$ cat src/verilog/cic_pkg.sv
// package for the core interrupt control block: register map, field positions, reset values
// assumes a 32-bit AXI4-Lite master and word-aligned registers
package cic_pkg;
	// register byte offsets
	localparam logic [4:0] CIC_OFF_CORE = 5'h00;
	localparam logic [4:0] CIC_OFF_PEN1 = 5'h04;
	localparam logic [4:0] CIC_OFF_PEN2 = 5'h08;
	localparam logic [4:0] CIC_OFF_PEN3 = 5'h0C;
	localparam logic [4:0] CIC_OFF_PFL1 = 5'h10;
	localparam logic [4:0] CIC_OFF_PFL2 = 5'h14;
	localparam logic [4:0] CIC_OFF_PFL3 = 5'h18;
	localparam logic [4:0] CIC_OFF_PINF = 5'h1C;
	// core control field positions
	localparam int CIC_B_GIE = 7;
	localparam int CIC_B_PGE = 6;
	localparam int CIC_B_TOE = 5;
	localparam int CIC_B_EXE = 4;
	localparam int CIC_B_PCE = 3;
	localparam int CIC_B_TOF = 2;
	localparam int CIC_B_EXF = 1;
	localparam int CIC_B_PCF = 0;
	// reset values
	localparam logic [7:0] CIC_RST_BYTE = 8'h00;
	// implemented bits of the peripheral enable and flag registers
	localparam logic [7:0] CIC_IMPL_P1 = 8'hFF;
	localparam logic [7:0] CIC_IMPL_P2 = 8'hFD;
	localparam logic [7:0] CIC_IMPL_P3 = 8'h7A;
	// axi responses
	localparam logic [1:0] CIC_RESP_OKAY = 2'h0;
	localparam logic [1:0] CIC_RESP_SLVERR = 2'h2;
	// write request gathered from the two write channels
	typedef struct packed {
		logic [4:0] addr;
		logic [31:0] data;
		logic [3:0] strb;
	} cic_wreq_s;
	typedef enum logic [1:0] {
		CIC_W_IDLE = 2'b00,
		CIC_W_RESP = 2'b01
	} cic_wstate_e;
endpackage : cic_pkg
$ cat src/verilog/cic_core.sv
// core interrupt control: global, group and source enables, sticky flags, request to the core
// assumes single clock mclk, event inputs are one-cycle pulses synchronous to mclk
// Notes on behaviour
// global enable bit 7 set allows all active interrupts; clear blocks all
// peripheral group enable bit 6 gates every peripheral interrupt
// bit 5 enables the timer overflow interrupt
// bit 4 enables the external pin interrupt
// bit 3 enables the pin-change interrupt
// bit 2 reads one after the timer has overflowed
// bit 1 reads one after the external pin event
// bit 0 reads one while any pin-change flag is set
// pin-change summary is read-only; clears when all per-pin flags are cleared
// flags set on their event regardless of any enable
// software should clear a flag before enabling its interrupt
// all core control bits reset to zero on every reset
// unimplemented peripheral enable and flag bits read as zero
// request the core only when global enable and an enabled flag, peripherals need group enable
//
// Added by the designer: the address map and the AXI4-Lite interface to the registers.
module cic_core
	import cic_pkg::*;
#(
	parameter int PIN_W = 8
)
(
	input wire logic mclk,
	input wire logic sys_rst,
	// axi4-lite slave
	input wire logic [4:0] s_axi_awaddr,
	input wire logic s_axi_awvalid,
	output logic s_axi_awready,
	input wire logic [31:0] s_axi_wdata,
	input wire logic [3:0] s_axi_wstrb,
	input wire logic s_axi_wvalid,
	output logic s_axi_wready,
	output logic [1:0] s_axi_bresp,
	output logic s_axi_bvalid,
	input wire logic s_axi_bready,
	input wire logic [4:0] s_axi_araddr,
	input wire logic s_axi_arvalid,
	output logic s_axi_arready,
	output logic [31:0] s_axi_rdata,
	output logic [1:0] s_axi_rresp,
	output logic s_axi_rvalid,
	input wire logic s_axi_rready,
	// event sources
	input wire logic timer_overflow_evt,
	input wire logic external_pin_evt,
	input wire logic [PIN_W-1:0] pin_change_evt,
	input wire logic [7:0] periph_evt_one,
	input wire logic [7:0] periph_evt_two,
	input wire logic [7:0] periph_evt_three,
	// request to the core interrupt entry
	output logic irq
);
	// core control: enables in bits 7 to 3, flags in bits 2 and 1; bit 0 is derived
	logic [4:0] core_ctl_ff;
	logic [4:0] nxt_core_ctl;
	logic tof_ff;
	logic nxt_tof;
	logic exf_ff;
	logic nxt_exf;
	logic [PIN_W-1:0] per_pin_change_flags_ff;
	logic [PIN_W-1:0] nxt_per_pin;
	// peripheral enables and flags, unimplemented bits held at zero
	logic [7:0] pen1_ff;
	logic [7:0] nxt_pen1;
	logic [7:0] pen2_ff;
	logic [7:0] nxt_pen2;
	logic [7:0] pen3_ff;
	logic [7:0] nxt_pen3;
	logic [7:0] pfl1_ff;
	logic [7:0] nxt_pfl1;
	logic [7:0] pfl2_ff;
	logic [7:0] nxt_pfl2;
	logic [7:0] pfl3_ff;
	logic [7:0] nxt_pfl3;
	// request register so irq leaves straight from a flip-flop
	logic irq_ff;
	logic nxt_irq;

	// write path state
	cic_wstate_e wst_ff;
	cic_wstate_e nxt_wst;
	logic aw_have_ff;
	logic nxt_aw_have;
	logic w_have_ff;
	logic nxt_w_have;
	cic_wreq_s wreq_ff;
	cic_wreq_s nxt_wreq;
	logic awready_ff;
	logic nxt_awready;
	logic wready_ff;
	logic nxt_wready;
	logic [1:0] bresp_ff;
	logic [1:0] nxt_bresp;
	logic bvalid_ff;
	logic nxt_bvalid;

	// read path state
	logic arready_ff;
	logic nxt_arready;
	logic rvalid_ff;
	logic nxt_rvalid;
	logic [31:0] rdata_ff;
	logic [31:0] nxt_rdata;
	logic [1:0] rresp_ff;
	logic [1:0] nxt_rresp;

	// shared glue between the bus side and the register file
	logic do_write;
	logic [7:0] core_byte;
	logic pcf;

	// merge a masked byte write into a register, keeping unimplemented bits at zero
	function automatic logic [7:0] wr_byte(input logic [7:0] old, input logic [7:0] d,
		input logic en, input logic [7:0] impl);
		wr_byte = (en ? d : old) & impl;
	endfunction

	// address decode used by both read and write paths
	function automatic logic known_addr(input logic [4:0] a);
		known_addr = (a[1:0] == 2'h0);
	endfunction

	// any flag of one peripheral pair that is both set and enabled
	function automatic logic group_hit(input logic [7:0] en, input logic [7:0] fl);
		group_hit = |(en & fl);
	endfunction

	// core byte as software sees it; the summary is only ever the or of the per-pin flags
	assign pcf = |per_pin_change_flags_ff;
	assign core_byte = {core_ctl_ff, tof_ff, exf_ff, pcf};
	assign do_write = (wst_ff == CIC_W_IDLE) && aw_have_ff && w_have_ff;

	// write channel capture: address and data accepted in either order
	always_comb
	begin
		nxt_wst = wst_ff;
		nxt_aw_have = aw_have_ff;
		nxt_w_have = w_have_ff;
		nxt_wreq = wreq_ff;
		nxt_awready = 1'b0;
		nxt_wready = 1'b0;
		nxt_bresp = bresp_ff;
		nxt_bvalid = bvalid_ff;
		if (s_axi_awvalid && awready_ff)
		begin
			nxt_aw_have = 1'b1;
			nxt_wreq.addr = s_axi_awaddr;
		end
		if (s_axi_wvalid && wready_ff)
		begin
			nxt_w_have = 1'b1;
			nxt_wreq.data = s_axi_wdata;
			nxt_wreq.strb = s_axi_wstrb;
		end
		// an aligned offset outside the map still answers okay and changes nothing
		case (wst_ff)
			CIC_W_IDLE:
			begin
				// ready is a one-cycle pulse so a held valid is taken once only
				nxt_awready = !aw_have_ff && !awready_ff && s_axi_awvalid;
				nxt_wready = !w_have_ff && !wready_ff && s_axi_wvalid;
				if (do_write)
				begin
					nxt_aw_have = 1'b0;
					nxt_w_have = 1'b0;
					nxt_bvalid = 1'b1;
					nxt_bresp = known_addr(wreq_ff.addr) ? CIC_RESP_OKAY : CIC_RESP_SLVERR;
					nxt_wst = CIC_W_RESP;
				end
			end
			CIC_W_RESP:
			begin
				if (s_axi_bready)
				begin
					nxt_bvalid = 1'b0;
					nxt_wst = CIC_W_IDLE;
				end
			end
			default:
			begin
				nxt_wst = CIC_W_IDLE;
			end
		endcase
	end

	// write path registers; reset leaves both write channels idle
	always_ff @(posedge mclk or posedge sys_rst)
	begin
		if (sys_rst)
		begin
			wst_ff <= CIC_W_IDLE;
			aw_have_ff <= 1'b0;
			w_have_ff <= 1'b0;
			wreq_ff <= '0;
			awready_ff <= 1'b0;
			wready_ff <= 1'b0;
			bresp_ff <= CIC_RESP_OKAY;
			bvalid_ff <= 1'b0;
		end
		else
		begin
			wst_ff <= nxt_wst;
			aw_have_ff <= nxt_aw_have;
			w_have_ff <= nxt_w_have;
			wreq_ff <= nxt_wreq;
			awready_ff <= nxt_awready;
			wready_ff <= nxt_wready;
			bresp_ff <= nxt_bresp;
			bvalid_ff <= nxt_bvalid;
		end
	end

	// register file: enables from software, flags set by events; set wins over a clear
	always_comb
	begin
		logic we;
		logic [4:0] a;
		logic [7:0] d;
		we = do_write && wreq_ff.strb[0];
		a = wreq_ff.addr;
		d = wreq_ff.data[7:0];
		nxt_core_ctl = core_ctl_ff;
		nxt_tof = tof_ff;
		nxt_exf = exf_ff;
		nxt_per_pin = per_pin_change_flags_ff;
		nxt_pen1 = pen1_ff;
		nxt_pen2 = pen2_ff;
		nxt_pen3 = pen3_ff;
		nxt_pfl1 = pfl1_ff;
		nxt_pfl2 = pfl2_ff;
		nxt_pfl3 = pfl3_ff;
		if (we && a == CIC_OFF_CORE)
		begin
			nxt_core_ctl = d[CIC_B_GIE:CIC_B_PCE];
			nxt_tof = d[CIC_B_TOF];
			nxt_exf = d[CIC_B_EXF];
			// summary bit ignores writes
		end
		// peripheral bytes: a write replaces the implemented bits only
		nxt_pen1 = wr_byte(pen1_ff, d, we && a == CIC_OFF_PEN1, CIC_IMPL_P1);
		nxt_pen2 = wr_byte(pen2_ff, d, we && a == CIC_OFF_PEN2, CIC_IMPL_P2);
		nxt_pen3 = wr_byte(pen3_ff, d, we && a == CIC_OFF_PEN3, CIC_IMPL_P3);
		nxt_pfl1 = wr_byte(pfl1_ff, d, we && a == CIC_OFF_PFL1, CIC_IMPL_P1);
		nxt_pfl2 = wr_byte(pfl2_ff, d, we && a == CIC_OFF_PFL2, CIC_IMPL_P2);
		nxt_pfl3 = wr_byte(pfl3_ff, d, we && a == CIC_OFF_PFL3, CIC_IMPL_P3);
		// apart from reset, writing zero to the per-pin flags is the only way to drop the summary bit
		if (we && a == CIC_OFF_PINF)
		begin
			nxt_per_pin = d[PIN_W-1:0];
		end
		// events set flags whatever the enables say
		nxt_tof = nxt_tof | timer_overflow_evt;
		nxt_exf = nxt_exf | external_pin_evt;
		nxt_per_pin = nxt_per_pin | pin_change_evt;
		nxt_pfl1 = nxt_pfl1 | (periph_evt_one & CIC_IMPL_P1);
		nxt_pfl2 = nxt_pfl2 | (periph_evt_two & CIC_IMPL_P2);
		nxt_pfl3 = nxt_pfl3 | (periph_evt_three & CIC_IMPL_P3);
	end

	// interrupt request: global gate, then core sources or gated peripheral group
	always_comb
	begin
		logic core_hit;
		logic peri_hit;
		core_hit = (core_byte[CIC_B_TOE] & core_byte[CIC_B_TOF])
			| (core_byte[CIC_B_EXE] & core_byte[CIC_B_EXF])
			| (core_byte[CIC_B_PCE] & core_byte[CIC_B_PCF]);
		peri_hit = core_byte[CIC_B_PGE]
			& (group_hit(pen1_ff, pfl1_ff) | group_hit(pen2_ff, pfl2_ff) | group_hit(pen3_ff, pfl3_ff));
		// the group gate leaves the core sources alone; only the global gate covers both
		nxt_irq = core_byte[CIC_B_GIE] & (core_hit | peri_hit);
	end

	// register state; every reset clears the whole core control byte
	always_ff @(posedge mclk or posedge sys_rst)
	begin
		if (sys_rst)
		begin
			core_ctl_ff <= CIC_RST_BYTE[7:3];
			tof_ff <= 1'b0;
			exf_ff <= 1'b0;
			per_pin_change_flags_ff <= '0;
			pen1_ff <= CIC_RST_BYTE;
			pen2_ff <= CIC_RST_BYTE;
			pen3_ff <= CIC_RST_BYTE;
			pfl1_ff <= CIC_RST_BYTE;
			pfl2_ff <= CIC_RST_BYTE;
			pfl3_ff <= CIC_RST_BYTE;
			irq_ff <= 1'b0;
		end
		else
		begin
			core_ctl_ff <= nxt_core_ctl;
			tof_ff <= nxt_tof;
			exf_ff <= nxt_exf;
			per_pin_change_flags_ff <= nxt_per_pin;
			pen1_ff <= nxt_pen1;
			pen2_ff <= nxt_pen2;
			pen3_ff <= nxt_pen3;
			pfl1_ff <= nxt_pfl1;
			pfl2_ff <= nxt_pfl2;
			pfl3_ff <= nxt_pfl3;
			irq_ff <= nxt_irq;
		end
	end

	// read path: one read at a time, arready pulses, data held until rready
	always_comb
	begin
		logic [7:0] rb;
		rb = 8'h00;
		case (s_axi_araddr)
			CIC_OFF_CORE: rb = core_byte;
			CIC_OFF_PEN1: rb = pen1_ff;
			CIC_OFF_PEN2: rb = pen2_ff;
			CIC_OFF_PEN3: rb = pen3_ff;
			CIC_OFF_PFL1: rb = pfl1_ff;
			CIC_OFF_PFL2: rb = pfl2_ff;
			CIC_OFF_PFL3: rb = pfl3_ff;
			CIC_OFF_PINF: rb = 8'(per_pin_change_flags_ff);
			default: rb = 8'h00;
		endcase
		nxt_arready = 1'b0;
		nxt_rvalid = rvalid_ff;
		nxt_rdata = rdata_ff;
		nxt_rresp = rresp_ff;
		if (rvalid_ff)
		begin
			if (s_axi_rready)
			begin
				nxt_rvalid = 1'b0;
			end
		end
		else if (s_axi_arvalid && !arready_ff)
		begin
			nxt_arready = 1'b1;
			nxt_rvalid = 1'b1;
			nxt_rdata = {24'h000000, rb};
			nxt_rresp = known_addr(s_axi_araddr) ? CIC_RESP_OKAY : CIC_RESP_SLVERR;
		end
	end

	// read path registers
	always_ff @(posedge mclk or posedge sys_rst)
	begin
		if (sys_rst)
		begin
			arready_ff <= 1'b0;
			rvalid_ff <= 1'b0;
			rdata_ff <= 32'h00000000;
			rresp_ff <= CIC_RESP_OKAY;
		end
		else
		begin
			arready_ff <= nxt_arready;
			rvalid_ff <= nxt_rvalid;
			rdata_ff <= nxt_rdata;
			rresp_ff <= nxt_rresp;
		end
	end

	// every output comes straight from its flip-flop
	assign s_axi_awready = awready_ff;
	assign s_axi_wready = wready_ff;
	assign s_axi_bresp = bresp_ff;
	assign s_axi_bvalid = bvalid_ff;
	assign s_axi_arready = arready_ff;
	assign s_axi_rdata = rdata_ff;
	assign s_axi_rresp = rresp_ff;
	assign s_axi_rvalid = rvalid_ff;
	assign irq = irq_ff;
endmodule // cic_core

$ cat config.mk
export PLATFORM = sky130hd
export DESIGN_NAME = cic_core
export DESIGN_NICKNAME = d
export VERILOG_FILES = /design/src/verilog/cic_pkg.sv /design/src/verilog/cic_core.sv
export SDC_FILE = /design/constraint.sdc
export NUM_CORES = 1
export LEC_CHECK = 0
export ABC_AREA = 1
export BUFFER_PORTS_ARGS = -buffer_cell sky130_fd_sc_hd__buf_2
export CORE_ASPECT_RATIO = 2
export CORE_MARGIN = 3
export CORE_UTILIZATION = 40
export CTS_CLUSTER_DIAMETER = 100
export DETAILED_ROUTE_END_ITERATION = 8
export PLACE_DENSITY_LB_ADDON = 0.1
export SLEW_MARGIN = 25
export SYNTH_ARGS = -nofsm -noshare
export SYNTH_HDL_FRONTEND = slang
export SYNTH_SLANG_ARGS = --single-unit
$ cat constraint.sdc
create_clock -name mclk -period 2.4 [get_ports mclk]
set_input_delay 0.24 -clock mclk [delete_from_list [all_inputs] [get_ports mclk]]
set_output_delay 0.24 -clock mclk [all_outputs]
set_load 0.005 [all_outputs]
==> results of run 1 <==
worst max-delay path, cell delays in order (launching register included):
cell and delay [ns]:
dfrtp_1 0.38, inv_2 0.08, nand3_1 0.09, nor2_1 0.20, nand2_1 0.14, clkinv_1 0.06, buf_4 0.23, nand2_1 0.25
nand2_1 0.13, nand2_1 0.06
flip-flops by register name (all words and copies together), names as in the netlist, 5 cells and up:
signal and flops:
core_ctl_ff 5, pen1_ff 8, pen2_ff 7, pen3_ff 5, per_pin_change_flags_ff 8, pfl1_ff 8
pfl2_ff 7, pfl3_ff 5, s_axi_rdata 8, wreq_ff 14
path summary, 6_finish.rpt:
check | start | end | slack, ns
worst max-delay path | wst_ff[0]$_DFFE_PP0P_ | pfl1_ff[2]$_DFF_PP0_ | 0.67
worst min-delay path | periph_evt_two[0] | pfl2_ff[0]$_DFF_PP0_ | 0.07
max in group asynchronous | sys_rst | pen3_ff[5]$_DFFE_PP0P_ | 1.31
min in group asynchronous | sys_rst | pfl3_ff[6]$_DFF_PP0_ | 0.46
worst min register to register | s_axi_awready$_DFF_PP0_ | s_axi_awready$_DFF_PP0_ | 0.45
worst max register to register | wst_ff[0]$_DFFE_PP0P_ | pfl1_ff[2]$_DFF_PP0_ | 0.67
placed cells by master, fill, tap and decap left out, types with 3 or more instances in the layout:
master     netlist  layout
clkinv_1         3       3
clkbuf_8         0       3
a21oi_1         25      25
nor2_1          50      50
nor3_1           3       3
nand2_1        193     193
buf_4           28      15
a31oi_1         15      15
conb_1           1      26
clkbuf_16        0       9
dfrtp_1         87      87
o21ai_0         30      30
o21ai_2         13      13
nand3_1          8       8
nor2_2           4       4
inv_1           41      40
nand4_1         27      27
buf_2            6      71
power groups by stage:
| stage | combinational (mW) | sequential [mW] | clock [mW] |
|---|---|---|---|
| after floorplan | 0.937 | 2.11 | 0 |
| after CTS | 1.33 | 2.27 | 1.41 |
| after global routing | 1.49 | 2.32 | 1.47 |
| after global placement | 1.29 | 2.29 | 0 |
| final | 1.30 | 2.27 | 1.37 |
| after detailed placement | 1.32 | 2.29 | 0 |
what timing repair did:
item,4_1_cts,5_1_grt
hold buffers,1,0
endpoints found under the setup margin,0,0
hold endpoints to repair,18,0
through the flow:
stage / instances / area [um^2] / hold slack [ns] / util
floorplan: 581 / 4521 / 0.3349 / -
global placement: 765 / 4902 / 0.2828 / 0.4592
detailed placement: 765 / 4902 / 0.2929 / 0.4592
CTS: 782 / 5207 / 0.06411 / 0.4878
global route: 782 / 5207 / 0.06939 / 0.4878
finish: 782 / 5207 / 0.06814 / 0.4878
final cells by class:
cell class / count / share of cell area
repair buffers: 88 / 0.09563
clock buffers: 13 / 0.05190
well taps: 137 / 0.03292
clock inverters: 3 / 0.004805
multi-input cells: 408 / 0.3628
flip-flops and latches: 87 / 0.4181
inverters: 46 / 0.03388
cells by family (layout without fill, tap and decap cells):
group,count (synthesis),after routing,synth area share
AND/OR/NAND/NOR,295,295,0.2871
AO/OA/AOI/OAI,87,87,0.1180
flip-flops,87,87,0.4922
buffers and inverters,86,150,0.1018
other,1,26,0.0008478
routing by layer:
metal | track usage | up-vias | wire, um
met4 | 0.1104 | 0 | 571
li1 | - | 1923 | -
met3 | 0.04604 | 27 | 653
met5 | 0 | - | 0
met2 | 0.3900 | 140 | 7060
met1 | 0.2473 | 1813 | 4669
==> flow_metrics.env, run 1 <==
export IMPL_syn_to_final_growth_pct=17.74
export IMPL_nets=727
export IMPL_ys_async_sr_fraction=1.000
export IMPL_hold_viol_final=0
export IMPL_antenna_cells=0
export IMPL_io_pins=129
export IMPL_post_route_min_period_ns=1.733
export IMPL_syn_area_um2=4423
export IMPL_fin_skew_ns=0.007660
export IMPL_finalMaxSlewViolations=0
export IMPL_grt_max_degree=38
export IMPL_yosysWarnings=0
export IMPL_whs_path_depth=3
export IMPL_tightest_slew_ns=0.5714
export IMPL_design_die_area_um2=12430
export IMPL_peakVddDrop_mv=0.5503
export IMPL_grt_pass1_vias=3780
export IMPL_fmax_mhz=577.0
export IMPL_place_ws_ns=0.6558
export IMPL_drcViolationCount=0
export IMPL_insertion_delay_ns=0.35
export IMPL_port_buffers=71
export IMPL_outcome="finished, final reports clean"
export IMPL_fp_row_count=53
export IMPL_die_height_um=154.7
export IMPL_multi_input_area_um2=1889
export IMPL_ff2ff_path_depth=9
export IMPL_layout_drive_gt1_share=0.2047
export IMPL_internal_power_mw=3.115
export IMPL_routed_wl_um=12950
export IMPL_routedWlPerCell_um=16.57
export IMPL_clock_root_buffer="clkbuf_16"
export IMPL_cts_resized=0
export IMPL_required_ns=2.64
export IMPL_crit_arrival_ns=1.97
export IMPL_share_seq_of_total_power=0.459
export IMPL_ys_seq_area_frac=0.4922
export IMPL_antenna_left=0
export IMPL_overflow=0
export IMPL_hp_class="in -> reg"
export IMPL_yosys_register_bits=87
export IMPL_cts_sinks=87
export IMPL_start_util=0.4143
export IMPL_postCtsSetupRepairBufs=0
export IMPL_antenna_found_initial=0
export IMPL_drtIter0Drc=307
export IMPL_finalPower_mw=4.949
export IMPL_via_per_inst=4.991
export IMPL_setup_viol=0
export IMPL_path_clk_slew_ns=0.06
export IMPL_grt_util_all_layers=0.2220
export IMPL_p_sw_mw=1.834
export IMPL_grt_pass1_wl_um=20430
export IMPL_startpoint_type="flip-flop"
export IMPL_synth_edff_count=0
export IMPL_synth_area_top_cells="dfrtp_1, nand2_1, buf_4"
export IMPL_drtPass1Iterations=4
export IMPL_core_area_um2=10680
export IMPL_ys_types=29
export IMPL_tritoncts="built"
export IMPL_drv_cap=0
export IMPL_rsz0062_at_grt="false"
export IMPL_yosys_top_cells_count="nand2_1, dfrtp_1, nor2_1, inv_1, o21ai_0"
export IMPL_die_w_um=80.36
export IMPL_h_tree_depth=3
export IMPL_critPathKind="reg -> reg"
export IMPL_clockPowerShare=0.278
export IMPL_worst_slack_ns=0.6669
export IMPL_final_period_utilization=0.7221
export IMPL_synth_top_area_frac=0.4922
export IMPL_p_leak_nw=2.648
export IMPL_place_gp_congestion=0.9343
export IMPL_synth_top_area_cell="dfrtp_1"
export IMPL_vias=3903
export IMPL_synth_avg_cell_area_um2=7.955
export IMPL_power_share_combinational=0.263
export IMPL_syn_inst=556
export IMPL_ys_flop_type="dfrtp_1"
export IMPL_yosysMostFrequentCell="nand2_1"
export IMPL_dpl_hpwl_um=10190
export IMPL_power_density_nw_per_um2=950.3
export IMPL_swShare=0.3706
export IMPL_fill_cells=1110
export IMPL_path_max_fanout=17
export IMPL_cts_buffers=9
export IMPL_cts_buffer_depth=2
export IMPL_regArea_um2=2177
export IMPL_cp_end_kind="flip-flop"
export IMPL_finalSetupTns_ns=0
export IMPL_slew_headroom=0.6181
No activity file was read; power rests on OpenSTA's default activity.
==> run 2, diff against run 1 <==
clock period = 1.7 ns   (was 2.4 ns; I/O delays follow)
==> run 2 against run 1 <==
Compared with the run above: wire length grew 1.5%; combinational power up 54%; sequential share of layout area is 1.6 points lower; die area did not move; clock-buffer cell count down 3; first-iteration DRC count shrank 30%; worst setup slack got worse by 0.51 ns; core utilization is 1.9 points higher; non-clock buffer count rose by 13; cell count is 1.7% higher; hold slack worse by 0.061 ns; final area up 3.9%; critical path type unchanged; critical endpoint is now pen2_ff[0]$_DFFE_PP0P_.
==> flow_metrics.env, run 2 (same netlist as run 1, synthesis figures left out) <==
export IMPL_drcViolationCount=0
export IMPL_antenna_left=0
export IMPL_clock_root_buffer="clkbuf_16"
export IMPL_fin_skew_ns=0.006798
export IMPL_grt_pass1_vias=3948
export IMPL_drv_cap=0
export IMPL_overflow=0
export IMPL_p_leak_nw=2.756
export IMPL_dpl_cell_area_um2=5007
export IMPL_slew_headroom=0.6289
export IMPL_crit_arrival_ns=1.81
export IMPL_syn_to_final_growth_pct=22.35
export IMPL_dp_cells=774
export IMPL_drtIter0Drc=214
export IMPL_tightest_slew_ns=0.5554
export IMPL_nets=740
export IMPL_core_area_um2=10680
export IMPL_postCtsSetupRepairBufs=0
export IMPL_multi_input_area_um2=1911
export IMPL_required_ns=1.97
export IMPL_vias=3939
export IMPL_grt_util_all_layers=0.2269
export IMPL_fp_row_count=53
export IMPL_start_util=0.4143
export IMPL_design_die_area_um2=12430
export IMPL_via_per_inst=4.955
export IMPL_place_gp_congestion=0.9031
export IMPL_fmax_mhz=649.3
export IMPL_finalPower_mw=7.422
export IMPL_hold_viol_final=0
export IMPL_outcome="finished, final reports clean"
export IMPL_layout_drive_gt1_share=0.2188
export IMPL_setup_viol=0
export IMPL_grt_pass1_wl_um=20920
export IMPL_drtPass1Iterations=4
export IMPL_cts_buffers=9
export IMPL_routed_wl_um=13150
export IMPL_h_tree_depth=3
export IMPL_top_register="wreq_ff"
export IMPL_path_clk_slew_ns=0.07
export IMPL_cts_buffer_depth=2
export IMPL_path_max_fanout=14
export IMPL_startpoint_type="flip-flop"
export IMPL_rsz0062_at_grt="false"
export IMPL_mostFrequentLayoutCells="nand2_1, dfrtp_1, buf_2"
export IMPL_dpl_hpwl_um=10340
export IMPL_port_buffers=71
export IMPL_hp_class="in -> reg"
export IMPL_grt_max_degree=43
export IMPL_routedWlPerCell_um=16.54
export IMPL_final_common_cell="nand2_1"
export IMPL_peakVddDrop_mv=0.7733
export IMPL_final_period_utilization=0.9059
export IMPL_largest_register_ffs=14
export IMPL_post_route_min_period_ns=1.540
export IMPL_io_pins=129
export IMPL_cp_end_kind="flip-flop"
export IMPL_antenna_cells=0
export IMPL_die_height_um=154.7
export IMPL_insertion_delay_ns=0.34
export IMPL_finalSetupTns_ns=0
export IMPL_finalMaxSlewViolations=0
export IMPL_regArea_um2=2177
export IMPL_instances_no_fill=795
export IMPL_power_density_nw_per_um2=1372
export IMPL_fill_cells=1086
export IMPL_critPathKind="reg -> reg"
export IMPL_stdcell_area_um2=5411
export IMPL_antenna_found_initial=0
export IMPL_die_w_um=80.36
export IMPL_tritoncts="built"
export IMPL_cts_sinks=87
run 2: cell types whose count changed in the layout (fill, tap and decap cells not counted), sizes merged:
cell	delta
bufinv	+2
clkbuf	-3
buf	+9
inv	+1
dlygate4sd3	+4
run 2: repair_timing:
action | in CTS | in global routing
hold endpoints to repair | 22 | 0
hold buffers | 5 | 0
setup endpoints to repair | 0 | 39
gates resized for setup | 0 | 5
run 2: through the flow:
stage	setup slack (ns)	utilization	hold WS (ns)
after global placement	0.03250	0.4690	0.2160
after floorplan	0.2673	-	0.2649
after detailed placement	0.01203	0.4690	0.2285
after CTS	0.01205	0.5045	0.002236
final	0.1599	0.5069	0.007035
after global routing	0.003906	0.5069	0.002619
run 2: final timing paths:
check                           slack, ns                                   end  cells after the start                     from
min in group asynchronous            0.40                  pfl3_ff[3]$_DFF_PP0_                      3                  sys_rst
worst max-delay path                 0.16                pen2_ff[0]$_DFFE_PP0P_                      9    wst_ff[0]$_DFFE_PP0P_
worst min register to register       0.45               s_axi_awready$_DFF_PP0_                      1  s_axi_awready$_DFF_PP0_
worst min-delay path                0.007  per_pin_change_flags_ff[6]$_DFF_PP0_                      3        pin_change_evt[6]
max in group asynchronous            0.72                  pfl1_ff[7]$_DFF_PP0_                      4                  sys_rst
worst max register to register       0.16                pen2_ff[0]$_DFFE_PP0P_                      9    wst_ff[0]$_DFFE_PP0P_
run 2: routing by layer:
metal  wire length [um]  global-route usage
met1               4745              0.2449
met2               7000              0.4011
met3                560             0.03671
met4                844              0.1386
met5                  0                   0
run 2: power breakdown:
| part | leakage, nW | total (mW) | internal (mW) | switching (mW) |
|---|---|---|---|---|
| Sequential | 0.991 | 3.24 | 2.60 | 0.639 |
| Combinational | 1.61 | 2.00 | 0.776 | 1.22 |
| Clock | 0.159 | 2.19 | 1.34 | 0.851 |
run 2: area by class of cell:
| type | count | share of cell area |
|---|---|---|
| clock buffers | 10 | 0.04416 |
| repair buffers | 101 | 0.1195 |
| multi-input cells | 408 | 0.3531 |
| well taps | 137 | 0.03168 |
| inverters | 46 | 0.03260 |
| clock inverters | 6 | 0.01665 |
| flip-flops and latches | 87 | 0.4023 |
run 2: worst max-delay path, cell delays in order (launching register included):
cell,delay (ns)
dfrtp_1,0.39
inv_2,0.07
nand3_2,0.13
inv_1,0.14
nand2_1,0.11
buf_4,0.15
nor3_2,0.12
buf_6,0.19
nor2_1,0.06
a21oi_1,0.11
==> run 3, diff against run 2 <==
ABC_AREA = 0   (was 1)
clock period = 1.35 ns   (was 1.7 ns; I/O delays follow)
==> run 3 against run 2 <==
Compared with the run above: hold slack better by 0.014 ns; cell count decreased by 15%; largest cell class unchanged; core utilization rose by 7.8 points; highest routed layer unchanged; sequential cell count is the same; sequential share of layout area down 3.5 points; combinational power grew 18%; register-to-register slack worse by 0.43 ns; first-iteration DRC count grew 1.4%; the flow now finishes with violations (setup timing).
==> flow_metrics.env, run 3 <==
export IMPL_outcome="complete, but fails checks"
export IMPL_violations="setup timing"
export IMPL_hp_class="in -> reg"
export IMPL_path_cells="and4b_2 > nor4b_4 > nand2_2 > mux2_4"
export IMPL_wl_met1_um=4233
export IMPL_ff2ff_path_depth=4
export IMPL_worst_slack_ns=-0.2702
export IMPL_synth_edff_count=0
export IMPL_finalMaxSlewViolations=0
export IMPL_fp_row_count=52
export IMPL_insertion_delay_ns=0.35
export IMPL_finalPower_mw=9.697
export IMPL_synth_area_top_cells="dfrtp_1, mux2_2, buf_4"
export IMPL_nets=620
export IMPL_slew_headroom=0.6157
export IMPL_syn_inst=384
export IMPL_multi_input_area_um2=2143
export IMPL_swShare=0.3113
export IMPL_hold_viol_final=0
export IMPL_instances_no_fill=672
export IMPL_cts_sinks=87
export IMPL_dpl_cell_area_um2=5215
export IMPL_antenna_cells=0
export IMPL_post_route_min_period_ns=1.620
export IMPL_grt_pass1_wl_um=19940
export IMPL_ys_types=44
export IMPL_drcViolationCount=0
export IMPL_dp_cells=650
export IMPL_startpoint_type="flip-flop"
export IMPL_die_w_um=78.27
export IMPL_syn_area_um2=4178
export IMPL_layout_drive_gt1_share=0.4916
export IMPL_clockPowerShare=0.332
export IMPL_cts_buffer_depth=2
export IMPL_crit_arrival_ns=1.84
export IMPL_peakVddDrop_mv=1.269
export IMPL_synth_top_area_cell="dfrtp_1"
export IMPL_drtPass1Iterations=4
export IMPL_internal_power_mw=6.678
export IMPL_largest_register_ffs=14
export IMPL_slowest_stage="dfrtp_1"
export IMPL_h_tree_depth=3
export IMPL_start_util=0.4116
export IMPL_top_register="wreq_ff"
export IMPL_grt_pass1_vias=3768
export IMPL_place_ws_ns=-0.2460
export IMPL_antenna_found_initial=0
export IMPL_power_share_combinational=0.243
export IMPL_share_seq_of_total_power=0.425
export IMPL_routedWlPerCell_um=19.26
export IMPL_crit_start="wst_ff[0]$_DFFE_PP0P_"
export IMPL_grt_util_all_layers=0.2290
export IMPL_path_clk_slew_ns=0.06
export IMPL_power_density_nw_per_um2=1633
export IMPL_ys_async_sr_fraction=1.000
export IMPL_endpoint="pen2_ff[7]$_DFFE_PP0P_"
export IMPL_antenna_left=0
export IMPL_yosys_register_bits=87
export IMPL_slowest_delay_ns=0.37
export IMPL_core_area_um2=10150
export IMPL_utilization=0.5849
export IMPL_routed_wl_um=12940
export IMPL_ys_seq_area_frac=0.5211
export IMPL_final_period_utilization=1.200
export IMPL_die_height_um=150.5
export IMPL_fmax_mhz=617.2
export IMPL_syn_to_final_growth_pct=42.11
export IMPL_stdcell_area_um2=5937
export IMPL_mostFrequentLayoutCells="dfrtp_1, buf_2, buf_4"
export IMPL_wl_met3_um=540
export IMPL_ys_flop_type="dfrtp_1"
export IMPL_wl_met2_um=7456
export IMPL_setup_viol=56
export IMPL_io_pins=129
export IMPL_synth_top_area_frac=0.5211
export IMPL_place_gp_congestion=0.8694
export IMPL_timing_rr_start="wst_ff[0]$_DFFE_PP0P_"
export IMPL_overflow=0
export IMPL_required_ns=1.57
export IMPL_port_buffers=71
export IMPL_fin_skew_ns=0.01010
export IMPL_topRoutingLayerUsed="met4"
export IMPL_path_max_fanout=7
export IMPL_tightest_slew_ns=0.5764
export IMPL_regArea_um2=2178
export IMPL_drtIter0Drc=217
export IMPL_synth_avg_cell_area_um2=10.88
export IMPL_cp_end_kind="flip-flop"
export IMPL_cts_buffers=9
export IMPL_yosys_top_cells_count="dfrtp_1, nor2_1, mux2_2, a21oi_1, nor3_1"
export IMPL_rrSetupSlack_ns=-0.27
export IMPL_yosysWarnings=0
export IMPL_final_common_cell="dfrtp_1"
export IMPL_rsz0062_at_grt="true"
export IMPL_fill_cells=910
export IMPL_design_die_area_um2=11780
export IMPL_via_per_inst=5.307
export IMPL_worstHoldStart="s_axi_wdata[7]"
export IMPL_dpl_hpwl_um=9929
export IMPL_vias=3566
export IMPL_yosysMostFrequentCell="dfrtp_1"
export IMPL_critPathKind="reg -> reg"
export IMPL_grt_max_degree=38
export IMPL_tritoncts="built"
export IMPL_rr_endpoint="pen2_ff[7]$_DFFE_PP0P_"
export IMPL_p_leak_nw=2.677
export IMPL_p_sw_mw=3.019
export IMPL_clock_root_buffer="clkbuf_16"
export IMPL_drv_cap=0
## run 3: cell count changes after synthesis, sizes merged, moves of 7 or more
cell and change:
a22o +7, inv -37, nand2 -182, nor2 -10, nand4 -23, mux2 +43
a21oi +11, o21ai -34, a22oi +19, nor3 +27, a31oi -13
## run 3: routing by layer
layer,global-route usage,up-vias
met5,0,-
met4,0.1436,0
met3,0.02994,35
met2,0.4416,132
met1,0.2233,1746
li1,-,1653
## run 3: critical path: cells and delay by family, from the launching register on
kind | cells | cell delay, ns
AND/OR/NAND/NOR | 3 | 0.79
flip-flops | 1 | 0.37
multiplexers | 1 | 0.34
## run 3: cells by family after synthesis
group	count (synthesis)	share of synthesized area
buffers and inverters	43	0.06469
other	1	0.0008976
AND/OR/NAND/NOR	123	0.1617
multiplexers	47	0.1255
AO/OA/AOI/OAI	83	0.1261
flip-flops	87	0.5211
## run 3: worst min path at each step
| stage | cells past startpoint | end |
|---|---|---|
| floorplan | 1 | s_axi_rvalid$_DFF_PP0_ |
| CTS | 2 | wreq_ff[11]$_DFFE_PP0P_ |
| finish | 2 | wreq_ff[11]$_DFFE_PP0P_ |
| global placement | 2 | per_pin_change_flags_ff[1]$_DFF_PP0_ |
| detailed placement | 2 | per_pin_change_flags_ff[1]$_DFF_PP0_ |
| global route | 2 | wreq_ff[0]$_DFFE_PP0P_ |
## run 3: timing repair
item	CTS	global route
hold buffers	3	0
gates cloned	0	1
pin swaps	9	7
endpoints found under the hold margin	15	0
setup endpoints to repair	59	63
buffers inserted	1	2
gates resized for setup	33	25
## run 3: cell type report
| cell class | count | share of cell area |
|---|---|---|
| Clock inverter | 6 | 0.02655 |
| Inverter | 6 | 0.004426 |
| Timing Repair Buffer | 149 | 0.1747 |
| Sequential cell | 87 | 0.3669 |
| Tap cell | 135 | 0.02845 |
| Multi-Input combinational cell | 280 | 0.3610 |
| Clock buffer | 9 | 0.03793 |
## run 3: through the flow
| stage | TNS (ns) | hold slack (ns) |
|---|---|---|
| after floorplan | -9.362 | 0.2314 |
| after global placement | -9.479 | 0.1570 |
| after detailed placement | -11.15 | 0.1606 |
| after CTS | -11.50 | 0.01197 |
| after global routing | -15.92 | 0.02618 |
| final | -10.79 | 0.02133 |
## run 3: power by group through the flow
stage,Clock [mW],Sequential [mW],Combinational [mW]
6_report,3.22,4.12,2.36
5_1_grt,3.36,4.20,2.59
4_1_cts,3.27,4.11,2.32
3_5_place_dp,0,4.11,2.22
3_3_place_gp,0,4.09,2.18
2_1_floorplan,0,3.70,1.35
